## src/design/qts_pkg.sv

```systemverilog
// Constants, field layout and types of the quick transfer submitter.
// Overview of operation
// - Plain parameter write stores, never launches.
// - Submit alias write stores and launches request.
// - No reload, no link; link bit reserved.
// - Hardware never alters stored parameters.
// - Whole frame or block; sync select ignored.
// - One request per submission, nothing intermediate.
// - Older variant write-only, newer variant readable.
// - Any write width rewrites whole register.
// - Writes stall while a request is pending.
// - Cache request wins the shared request node.
// - Urgent or reserved priority requests are discarded.
// - Quick request goes before simultaneous channel request.
// - Completion posts code to pending register, enable-gated.
// - Completion chaining gated by chain enable register.
// - Every register write takes one cycle.
// - Stores arrive as ordinary single-cycle memory writes.
// - Bit 15 reserved on older, extension on newer.
// - Request processing ignores any CPU debug halt.
package qts_pkg;

   // -------------------------------------------------------------------
   // Register indices (word addresses); bit 3 selects the submit alias
   // -------------------------------------------------------------------
   localparam logic [3:0] IDX_OPT = 4'h0;
   localparam logic [3:0] IDX_SRC = 4'h1;
   localparam logic [3:0] IDX_CNT = 4'h2;
   localparam logic [3:0] IDX_DST = 4'h3;
   localparam logic [3:0] IDX_IDX = 4'h4;
   localparam int SUBMIT_BIT = 3;
   localparam logic [2:0] SEL_LAST = 3'h4;

   // -------------------------------------------------------------------
   // Options field layout
   // -------------------------------------------------------------------
   localparam int PRI_HI = 31;
   localparam int PRI_LO = 29;
   localparam int SRC_2D_BIT = 26;
   localparam int DST_2D_BIT = 23;
   localparam int COMPLETION_INTERRUPT_ENABLE_BIT = 20;
   localparam int TCC_HI = 19;
   localparam int TCC_LO = 16;
   localparam int TCC_EXT_BIT = 15;
   localparam int ATCINT_BIT = 12;
   localparam int ATCC_HI = 9;
   localparam int ATCC_LO = 5;
   localparam int LINK_BIT = 1;
   localparam int FS_BIT = 0;

   // Write masks: link bit always reserved, bit 15 only on older variant
   localparam logic [31:0] OPT_MASK_OLD = 32'hffff7ffd;
   localparam logic [31:0] OPT_MASK_NEW = 32'hfffffffd;

   // -------------------------------------------------------------------
   // Reset values and priority limits
   // -------------------------------------------------------------------
   localparam logic [31:0] PARAM_RESET = 32'h00000000;
   // Edges the strap needs to cross both sync flops before capture
   localparam logic [1:0] STRAP_SETTLE = 2'h2;
   localparam logic [2:0] PRI_URGENT = 3'h0;
   localparam logic [2:0] PRI_MAX_OLD = 3'h2;
   localparam logic [2:0] PRI_MAX_NEW = 3'h3;

   typedef enum logic [1:0] {
      QTS_IDLE = 2'b00,
      QTS_PEND = 2'b01
   } qts_issue_state_t;

endpackage

```

## src/design/qts_cfg_if.sv

```systemverilog
// Carrier between control, parameter bank and request issue unit.
`timescale 1ns/1ps
`default_nettype none
interface qts_cfg_if;
   logic wr_en;
   logic [2:0] wr_sel;
   logic [31:0] wr_data;
   logic newer;
   logic launch;
   logic pending;
   logic [31:0] opt;
   logic [31:0] src;
   logic [31:0] cnt;
   logic [31:0] dst;
   logic [31:0] idx;

   modport bank (input wr_en, input wr_sel, input wr_data, input newer,
      output opt, output src, output cnt, output dst, output idx);
   modport issue (input launch, input newer, input opt, output pending);
   modport ctrl (output wr_en, output wr_sel, output wr_data,
      output newer, output launch, input pending, input opt, input src,
      input cnt, input dst, input idx);
endinterface
`default_nettype wire

```

## src/design/qts_param_bank.sv

```systemverilog
// Five quick transfer parameter registers.
`timescale 1ns/1ps
`default_nettype none
module qts_param_bank (
   input wire logic ref_clk,
   input wire logic rst,
   qts_cfg_if.bank cfg
);
   typedef struct packed {
      logic [31:0] opt;
      logic [31:0] src;
      logic [31:0] cnt;
      logic [31:0] dst;
      logic [31:0] idx;
   } qts_bank_t;

   qts_bank_t s_r;
   qts_bank_t s_nxt;
   logic [31:0] opt_mask;

   always_comb begin
      s_nxt = s_r;
      opt_mask = cfg.newer ? qts_pkg::OPT_MASK_NEW : qts_pkg::OPT_MASK_OLD;
      // Only software writes change these; no transfer touches them
      if (cfg.wr_en) begin
         case (cfg.wr_sel)
            qts_pkg::IDX_OPT[2:0]: begin
               s_nxt.opt = cfg.wr_data & opt_mask;
            end
            qts_pkg::IDX_SRC[2:0]: begin
               s_nxt.src = cfg.wr_data;
            end
            qts_pkg::IDX_CNT[2:0]: begin
               s_nxt.cnt = cfg.wr_data;
            end
            qts_pkg::IDX_DST[2:0]: begin
               s_nxt.dst = cfg.wr_data;
            end
            qts_pkg::IDX_IDX[2:0]: begin
               s_nxt.idx = cfg.wr_data;
            end
            default: begin
               s_nxt = s_r;
            end
         endcase
      end
   end

   always_ff @(posedge ref_clk or posedge rst) begin
      if (rst) begin
         s_r <= '{default: qts_pkg::PARAM_RESET};
      end else begin
         s_r <= s_nxt;
      end
   end

   assign cfg.opt = s_r.opt;
   assign cfg.src = s_r.src;
   assign cfg.cnt = s_r.cnt;
   assign cfg.dst = s_r.dst;
   assign cfg.idx = s_r.idx;
endmodule
`default_nettype wire

```

## src/design/qts_req_issue.sv

```systemverilog
// Pending request tracking, priority check and node arbitration.
`timescale 1ns/1ps
`default_nettype none
module qts_req_issue (
   input wire logic ref_clk,
   input wire logic rst,
   qts_cfg_if.issue cfg,
   input wire logic cache_req,
   input wire logic tr_ready,
   output logic tr_valid,
   output logic tr_discard
);
   typedef struct packed {
      qts_pkg::qts_issue_state_t state;
      logic discard;
   } qts_issue_t;

   qts_issue_t s_r;
   qts_issue_t s_nxt;
   logic [2:0] priority_level_field;
   logic pri_ok;

   assign priority_level_field = cfg.opt[qts_pkg::PRI_HI:qts_pkg::PRI_LO];
   // Level 0 belongs to the cache; levels past the variant's top are void
   assign pri_ok = (priority_level_field != qts_pkg::PRI_URGENT) &&
      (priority_level_field <= (cfg.newer ? qts_pkg::PRI_MAX_NEW : qts_pkg::PRI_MAX_OLD));
   // Cache traffic on the shared node always goes first
   assign tr_valid = (s_r.state == qts_pkg::QTS_PEND) && pri_ok &&
      !cache_req;
   assign cfg.pending = (s_r.state == qts_pkg::QTS_PEND);
   assign tr_discard = s_r.discard;

   always_comb begin
      s_nxt = s_r;
      s_nxt.discard = 1'b0;
      // No debug halt input exists, so issue never freezes
      case (s_r.state)
         qts_pkg::QTS_IDLE: begin
            if (cfg.launch) begin
               s_nxt.state = qts_pkg::QTS_PEND;
            end
         end
         qts_pkg::QTS_PEND: begin
            if (!pri_ok) begin
               s_nxt.discard = 1'b1;
               s_nxt.state = qts_pkg::QTS_IDLE;
            end else if (tr_valid && tr_ready) begin
               s_nxt.state = qts_pkg::QTS_IDLE;
            end
         end
         default: begin
            s_nxt.state = qts_pkg::QTS_IDLE;
         end
      endcase
   end

   always_ff @(posedge ref_clk or posedge rst) begin
      if (rst) begin
         s_r <= '{state: qts_pkg::QTS_IDLE, discard: 1'b0};
      end else begin
         s_r <= s_nxt;
      end
   end
endmodule
`default_nettype wire

```

## src/design/qts_top.sv

```systemverilog
// Quick transfer submitter top: write path, reads, completion posting.
`timescale 1ns/1ps
`default_nettype none
module qts_top (
   input wire logic ref_clk,
   input wire logic rst,
   input wire logic variant_strap,
   input wire logic wr_valid,
   output logic wr_ready,
   input wire logic [3:0] wr_index,
   input wire logic [31:0] wr_data,
   input wire logic [3:0] wr_be,
   input wire logic rd_valid,
   input wire logic [3:0] rd_index,
   output logic [31:0] rd_data,
   output logic rd_ack,
   input wire logic cache_req,
   output logic chan_hold,
   output logic tr_valid,
   input wire logic tr_ready,
   output logic [31:0] tr_opt,
   output logic [31:0] tr_src,
   output logic [31:0] tr_cnt,
   output logic [31:0] tr_dst,
   output logic [31:0] tr_idx,
   output logic tr_whole_block,
   output logic tr_discard,
   input wire logic done_valid,
   input wire logic done_alt,
   input wire logic [31:0] done_opt,
   input wire logic [31:0] completion_enable_register,
   input wire logic [31:0] chain_enable_register,
   output logic [31:0] pend_set,
   output logic irq_req,
   output logic [31:0] chain_evt,
   output logic newer_variant
);
   // -------------------------------------------------------------------
   // State
   // -------------------------------------------------------------------
   typedef struct packed {
      logic strap_s1;
      logic strap_s2;
      logic caught;
      logic [1:0] settle;
      logic newer;
      logic [31:0] rd_data;
      logic rd_ack;
      logic [31:0] pend_set;
      logic irq;
      logic [31:0] chain;
   } qts_top_t;

   qts_top_t s_r;
   qts_top_t s_nxt;
   qts_cfg_if cfg ();

   logic wr_mapped;
   logic wr_take;
   logic rd_mapped;
   logic [31:0] rd_word;
   logic [4:0] code;
   logic [4:0] alt_code;
   logic [31:0] code_hot;
   logic [31:0] alt_hot;
   logic post_main;
   logic post_alt;
   logic [31:0] post_vec;

   // -------------------------------------------------------------------
   // Write path
   // -------------------------------------------------------------------
   // Byte enables are deliberately unused: every store is a full word
   // store, so narrow stores still rewrite the whole register.
   assign wr_mapped = (wr_index[2:0] <= qts_pkg::SEL_LAST);
   // Further stores hold off until the pending request leaves
   assign wr_ready = !cfg.pending;
   // One accepted store per cycle, straight into the bank
   assign wr_take = wr_valid && wr_ready && wr_mapped;

   assign cfg.wr_en = wr_take;
   assign cfg.wr_sel = wr_index[2:0];
   assign cfg.wr_data = wr_data;
   // Only the submit alias launches; it writes the bank too
   assign cfg.launch = wr_take && wr_index[qts_pkg::SUBMIT_BIT];
   assign cfg.newer = s_r.newer;

   // Channel side must wait whenever a quick request is about to go
   assign chan_hold = cfg.launch || cfg.pending;

   qts_param_bank u_bank (
      .ref_clk(ref_clk),
      .rst(rst),
      .cfg(cfg)
   );

   qts_req_issue u_issue (
      .ref_clk(ref_clk),
      .rst(rst),
      .cfg(cfg),
      .cache_req(cache_req),
      .tr_ready(tr_ready),
      .tr_valid(tr_valid),
      .tr_discard(tr_discard)
   );

   // -------------------------------------------------------------------
   // Request contents
   // -------------------------------------------------------------------
   // Bank is frozen while pending, so it drives the node directly
   assign tr_opt = cfg.opt;
   assign tr_src = cfg.src;
   assign tr_cnt = cfg.cnt;
   assign tr_dst = cfg.dst;
   assign tr_idx = cfg.idx;
   // 1-D to 1-D is one frame; anything 2-D is the whole block.
   // The frame sync bit plays no part here.
   assign tr_whole_block = cfg.opt[qts_pkg::SRC_2D_BIT] ||
      cfg.opt[qts_pkg::DST_2D_BIT];

   // -------------------------------------------------------------------
   // Read path
   // -------------------------------------------------------------------
   assign rd_mapped = (rd_index[2:0] <= qts_pkg::SEL_LAST);

   always_comb begin
      case (rd_index[2:0])
         qts_pkg::IDX_OPT[2:0]: begin
            rd_word = cfg.opt;
         end
         qts_pkg::IDX_SRC[2:0]: begin
            rd_word = cfg.src;
         end
         qts_pkg::IDX_CNT[2:0]: begin
            rd_word = cfg.cnt;
         end
         qts_pkg::IDX_DST[2:0]: begin
            rd_word = cfg.dst;
         end
         qts_pkg::IDX_IDX[2:0]: begin
            rd_word = cfg.idx;
         end
         default: begin
            rd_word = 32'h00000000;
         end
      endcase
   end

   // -------------------------------------------------------------------
   // Completion posting and chaining
   // -------------------------------------------------------------------
   // Extension bit only counts on the newer variant
   assign code = {s_r.newer & done_opt[qts_pkg::TCC_EXT_BIT],
      done_opt[qts_pkg::TCC_HI:qts_pkg::TCC_LO]};
   assign alt_code = done_opt[qts_pkg::ATCC_HI:qts_pkg::ATCC_LO];
   assign code_hot = 32'h00000001 << code;
   assign alt_hot = 32'h00000001 << alt_code;
   assign post_main = done_valid && !done_alt &&
      done_opt[qts_pkg::COMPLETION_INTERRUPT_ENABLE_BIT];
   assign post_alt = done_valid && done_alt &&
      done_opt[qts_pkg::ATCINT_BIT];
   assign post_vec = (post_main ? code_hot : 32'h00000000) |
      (post_alt ? alt_hot : 32'h00000000);

   always_comb begin
      s_nxt = s_r;
      // Strap passes two flops, then is caught once after release.
      // Capture waits until the second flop holds the pin, otherwise
      // it would latch the reset value and always report older.
      // Stores made before the capture use the older write mask.
      s_nxt.strap_s1 = variant_strap;
      s_nxt.strap_s2 = s_r.strap_s1;
      if (s_r.settle != qts_pkg::STRAP_SETTLE) begin
         s_nxt.settle = s_r.settle + 2'h1;
      end else if (!s_r.caught) begin
         s_nxt.newer = s_r.strap_s2;
         s_nxt.caught = 1'b1;
      end
      // Older variant is write-only; its reads return zero
      s_nxt.rd_ack = rd_valid;
      s_nxt.rd_data = 32'h00000000;
      if (rd_valid && rd_mapped && s_r.newer) begin
         s_nxt.rd_data = rd_word;
      end
      s_nxt.pend_set = post_vec;
      s_nxt.irq = |(post_vec & completion_enable_register);
      s_nxt.chain = post_vec & chain_enable_register;
   end

   always_ff @(posedge ref_clk or posedge rst) begin
      if (rst) begin
         s_r <= '0;
      end else begin
         s_r <= s_nxt;
      end
   end

   assign rd_data = s_r.rd_data;
   assign rd_ack = s_r.rd_ack;
   assign pend_set = s_r.pend_set;
   assign irq_req = s_r.irq;
   assign chain_evt = s_r.chain;
   assign newer_variant = s_r.newer;
endmodule
`default_nettype wire

```

## config.mk

```make
export PLATFORM = sky130hd
export DESIGN_NAME = qts_top
export DESIGN_NICKNAME = d
export VERILOG_FILES = /design/src/design/qts_pkg.sv /design/src/design/qts_cfg_if.sv /design/src/design/qts_param_bank.sv /design/src/design/qts_req_issue.sv /design/src/design/qts_top.sv
export SDC_FILE = /design/constraint.sdc
export NUM_CORES = 1
export LEC_CHECK = 0
export ABC_AREA = 1
export BUFFER_PORTS_ARGS = -buffer_cell sky130_fd_sc_hd__buf_4
export CELL_PAD_IN_SITES_DETAIL_PLACEMENT = 0
export CELL_PAD_IN_SITES_GLOBAL_PLACEMENT = 1
export CORE_MARGIN = 4
export CORE_UTILIZATION = 40
export DETAILED_ROUTE_END_ITERATION = 6
export HOLD_SLACK_MARGIN = 0.03
export PLACE_DENSITY = 0.95
export SLEW_MARGIN = 5
export SYNTH_ARGS = -nofsm -noshare
export SYNTH_HDL_FRONTEND = slang
export SYNTH_SLANG_ARGS = --single-unit
```

## constraint.sdc

```tcl
create_clock -name ref_clk -period 12.25 [get_ports ref_clk]
set_clock_uncertainty 0.15 [all_clocks]
set_input_delay 0 -clock ref_clk [delete_from_list [all_inputs] [get_ports ref_clk]]
set_output_delay 0 -clock ref_clk [all_outputs]
set_load 0.03 [all_outputs]
```

# --- After elaboration in Yosys (flattened, before gate mapping) ---
# Cells that the tools add are included.
op_classes:
  addsub: 1
  n_bitwise: 7
  muxes: 12
  order_cmp: 3
  shifts: 2
  n_eq_ne: 12
  reduce_logical: 30
  div_mod_pow: 0
  mul: 0
op_table:
  columns: ["op", "n"]
  rows:
  - ["32-bit case mux with 5 select lines", 1]
  - ["32-bit AND", 3]
  - ["32-bit two-way mux", 3]
  - ["1-bit by 5-bit << shifter with 32-bit output (first input constant)", 2]
  - ["32-bit bitwise OR", 1]
  - ["32-bit OR reduction", 1]
  - ["16-bit two-way mux", 1]
  - ["2-bit AND reduction", 7]
  - ["1-bit logical AND", 13]
  - ["3-bit by 2-bit == test with 1-bit output (second input constant)", 4]
  - ["3-bit by 1-bit == test with 1-bit output (second input constant)", 2]
  - ["3-bit == test (second input constant)", 2]
  - ["3-bit <= comparator (second input constant)", 2]
  - ["3-bit zero test", 2]
  - ["2-bit two-way mux", 3]
  - ["2-bit inequality test (second input constant)", 2]
  - ["2-bit case mux with 2 select lines", 1]
  - ["3-bit <= comparator", 1]
  - ["1-bit zero test", 3]
  - ["1-bit two-way mux", 3]
  - ["3-bit inequality test (second input constant)", 1]
  - ["3-bit nonzero test", 1]
  - ["2-bit by 1-bit adder with 2-bit output (second input constant)", 1]
  - ["2-bit by 1-bit == test with 1-bit output (second input constant)", 1]
  - ["other kinds (4)", 6]
totals:
  rom_bits: 0
  out_inout_bits: 264
  latchBits: 0
  mem_bits_rw: 0
  mem_count: 0
  ff_bits: 267

# --- Depth between registers and ports, before layout ---
logic_depth:
  word_depth: 9
  depth_mapped: 12
  ltp_nobuf: 11

# --- Modules after synthesis ---
# Synthesis repeated with hierarchy kept, for this count alone.
hier_totals:
  cells_unflattened: 1433
  hier_area_um2: 12220.5
by_module_without_submodules:
  columns: ["module", "cells_per_inst", "instances", "area_per_inst_um2", "seq_area_each_um2"]
  rows:
  - ["qts_param_bank", 703, 1, 6258.5, 3978.8]
  - ["qts_top", 711, 1, 5823.1, 2602.5]
  - ["qts_req_issue", 19, 1, 138.9, 50.0]

# --- Worst setup path before layout ---
# OpenSTA, ideal clock, no wires.
synth_timing:
  path_kind: "register to register"
  from: "register u_bank.s_r, in the netlist u_bank.cfg.opt[29]"
  to: "register u_issue.s_r[1] (netlist name)"
  path_stages_with_launch: 8
  period_less_slack_ns: 2.124
  t_arrival_ns: 1.843
  setup_slack_ns: 10.126
  n_path_buf: 0
  path_cell_list: "dfrtp_1 -> inv_1 -> ha_1 -> nor3b_1 -> nor4_2 -> nand2_1 -> nand3_1 -> o21ai_0"
synth_between:
  elab_chain_cells: 7
  elab_cells_between_ends: 10
  classes_between: "order compare (1); eq/ne (1); mux (2); reduce/logical (6)"
synth_lines:
  columns: ["item", "line", "source"]
  rows:
  - ["from (decl)", "qts_param_bank.sv:17", "qts_bank_t s_r;"]
  - ["from (signal assigned)", "qts_param_bank.sv:53", "s_r <= s_nxt;"]
  - ["3-bit <= comparator or 3-bit nonzero test (tied branches)", "qts_req_issue.sv:26, qts_req_issue.sv:25", null]
  - ["1-bit logical AND *", "qts_req_issue.sv:25", "assign pri_ok = (priority_level_field != qts_pkg::PRI_URGENT) &&"]
  - ["1-bit logical AND * (2 in a row)", "qts_req_issue.sv:28", "assign tr_valid = (s_r.state == qts_pkg::QTS_PEND) && pri_ok &&"]
  - ["via tr_valid", "qts_top.sv:19", "output logic tr_valid,"]
  - ["1-bit logical AND *", "qts_req_issue.sv:47", "end else if (tr_valid && tr_ready) begin"]
  - ["3-bit inequality test (no line) *", null, null]
  - ["2-bit AND reduction (no line) *", null, null]
  - ["to (signal assigned)", "qts_req_issue.sv:59", "s_r <= '{state: qts_pkg::QTS_IDLE, discard: 1'b0};"]
  - ["to (signal assigned)", "qts_req_issue.sv:61", "s_r <= s_nxt;"]
  - ["to (decl)", "qts_req_issue.sv:18", "qts_issue_t s_r;"]
# Mark *: on every way through the listed nets, which the timed path passes. The rest lies on a longest branch.
# A chain may end at the register's enable or synchronous reset.

==> metrics <==
1st-pass router iterations=6; area post-placement=14200 um^2; unrepaired setup endpoints after global routing=false; final WL=41300 um; register area share after synthesis=56.3%; Primary FF master, synth=dfrtp_1; via count=11000; switch share=34.5%; Fin Setup TNS=0 ns; Max Root-Sink Buffers=3; Setup crit start kind=register; Seq pwr share=39.7%; CORE AREA=28900 um^2; Setup-failing EPs final=0; GRT Total Usage=24.9%; IO Count=413; Reg clk slew, reported paths=0.06 ns; H-tree depth=1; RD Place Congestion=0.863; first-pass GRT wire length=64800 um; Avg Inst Size Synth=8.95 um^2; nets=1915; area fraction of the dominant cell type after synthesis=56.3%; fin. max-slew vios=0; die height=180 um; fillers=2345; initial antenna violation count=1; outcome=completed; wire length on met2=20100 um; Synth Warn #=0; post-route cell area=17000 um^2; WP data arrival=5.79 ns; grt ovf=0; root buffer cell=clkbuf_16; crit-path cells=nand2_2 -> inv_2 -> nor2_4 -> dlygate4sd3_1 -> nand2_1 -> nand2_1 -> nand2_1 -> nand2_1 -> dlygate4sd3_1 -> nor2_1 -> dlygate4sd3_1 -> nand2_1 -> dlygate4sd3_1 -> nor2_1 -> dlygate4sd3_1 -> nand2_1 -> dlygate4sd3_1; largest net degree at the start of global routing=126; EDFF count, synth=0; Yosys reg bits=265; per-cell routed wire length=19.0 um; peak supply drop=0.0988 mV; area of the multi-input gates=3690 um^2; Worst-Skew Late Latency=0.53 ns; HP Class=in -> async; post-cts sizing count=0; hold buffers post-CTS=173; mapped cell area=11800 um^2; Detail Placement HPWL=26500 um; number of global-route vias before repair=11500; CTS tree=done; cell taking the most area after synthesis=dfrtp_1; MaxCap Viol Count=0; port bufs=386; FP Rows=62; die area=32200 um^2; worst hold margin=0.0647 ns; post-CTS setup buffers=0; Fin. Hold Viols=0; leading cell types by total area after synthesis=dfrtp_1 (56%), nand2_1 (12%), buf_4 (6.3%); drt first-iter violations=904; net switching power=973 uW; most common cell after layout, fill and taps aside=buf_4; Synth async-reset ratio=100%; layout cell share with drive strength beyond 1=26.6%; Synthesized Nets=1466; Core Util, Final=58.7%; Final period util=44.7%; Initial Util=40.8%; Clock power frac=31.8%; Unique masters post-synth=37; Max Fclk=183 MHz; Max transition margin=23.1%; fin crit period=5.47 ns; uppermost layer routed=met4; Internal Power=1.85 mW; Logic pwr share=28.5%; WL met3=3720 um; slowest stage delay, CP=1.02 ns; antenna viol nets, final=0; CTS buffer count=29; crit-path max FO=13; crit path kind=reg -> reg; Pleak=8.85 nW; commonest non-fill, non-tap cells in the layout=buf_4 (396), nand2_1 (377), dfrtp_1 (265), dlygate4sd3_1 (173), o21ai_0 (128); CP max-delay cell=dlygate4sd3_1; P&R area growth vs syn=44.0%; Least-Margin Pin Slew=1.15 ns; PD cells=166 nW/um^2; met1 wire length=15600 um; register area=6630 um^2; clock sink count=265; # DRC=0; average vias per placed instance=5.05; die width=180 um; critical path capture point type=register; WP data required=12.57 ns; Synth Instances=1315
[metal layers]
metal	vias to the layer above	GRT usage, %
met3	126	6.53
met4	0	9.88
met5	-	0
met1	5208	29.3
met2	607	43.5
li1	5017	-
[cell families (layout without fill, tap and decap cells)]
kind of cell	Yosys count	after routing	synth area share, %
xor+xnor	1	1	0.0744
compound gates	276	276	13.6
buf+inv	270	740	12.5
other cells	1	2	0.0319
flops	265	265	56.3
simple gates	500	500	17.2
fa+ha+maj	2	2	0.213
[worst max-delay path: cells and delay by family (launching register included)]
| family | cells | cell delay (ns) |
|---|---|---|
| buffers and inverters | 7 | 3.79 |
| DFF | 1 | 0.53 |
| and+or+nand+nor | 10 | 0.94 |
[power by group through the flow]
stage,Combinational [mW],Sequential [mW],Clock [mW]
after CTS,0.804,1.12,0.914
after global placement,0.749,1.13,0
after floorplan,0.198,1.35,0
after global routing,0.858,1.13,0.956
final,0.804,1.12,0.896
after detailed placement,0.761,1.13,0
[worst paths after layout]
| check | from | to | slack [ns] | cells past startpoint |
|---|---|---|---|---|
| min in group ref_clk | wr_data[10] | u_bank.cfg.idx[10]$_DFFE_PP0P_ | 0.09 | 4 |
| min reg2reg | s_nxt[102]$_DFF_PP0_ | s_r[102]$_DFF_PP0_ | 0.20 | 0 |
| max | newer_variant$_DFFE_PP0P_ | irq_req$_DFF_PP0_ | 6.78 | 17 |
| min | rst | pend_set[15]$_DFF_PP0_ | 0.06 | 3 |
| max reg2reg | newer_variant$_DFFE_PP0P_ | irq_req$_DFF_PP0_ | 6.78 | 17 |
| max in group asynchronous | rst | u_bank.cfg.cnt[17]$_DFFE_PP0P_ | 10.35 | 4 |
[metrics by stage]
stage                     power, mW  std cells  setup WS (ns)
after detailed placement       1.89       1944           9.91
after CTS                      2.84       2169           6.84
after global routing           2.95       2170           6.56
final                          2.82       2170           6.78
after floorplan                1.55       1315           4.80
after global placement         1.88       1944           9.94
[layout make-up]
cell class | count | area share, %
sequential | 265 | 39.1
timing repair buffer | 569 | 27.8
multi-input combinational | 780 | 21.8
clock buffer | 40 | 5.00
tap | 384 | 2.83
inverter | 119 | 2.68
clock inverter | 12 | 0.812
antenna | 1 | 0.0148
[cells in the mapped netlist (8+ instances only)]
library cell,instances
clkbuf_1,23
a21oi_1,16
a21boi_0,32
buf_2,20
buf_6,8
nand2_1,377
o21ai_1,34
a22o_1,14
nor2_1,80
nand3_1,16
o22ai_1,31
a211oi_1,16
buf_4,99
inv_1,117
o21ai_0,128
dfrtp_1,265
[state kept, by name, summed over array words and instances (netlist names), 4 cells and up]
signal,cells
u_bank.cfg.dst,32
s_r,4
rd_data,32
pend_set,32
u_bank.cfg.src,32
chain_evt,32
u_bank.cfg.opt,31
u_bank.cfg.cnt,32
u_bank.cfg.idx,32
No activity file was read; power rests on OpenSTA's default activity.
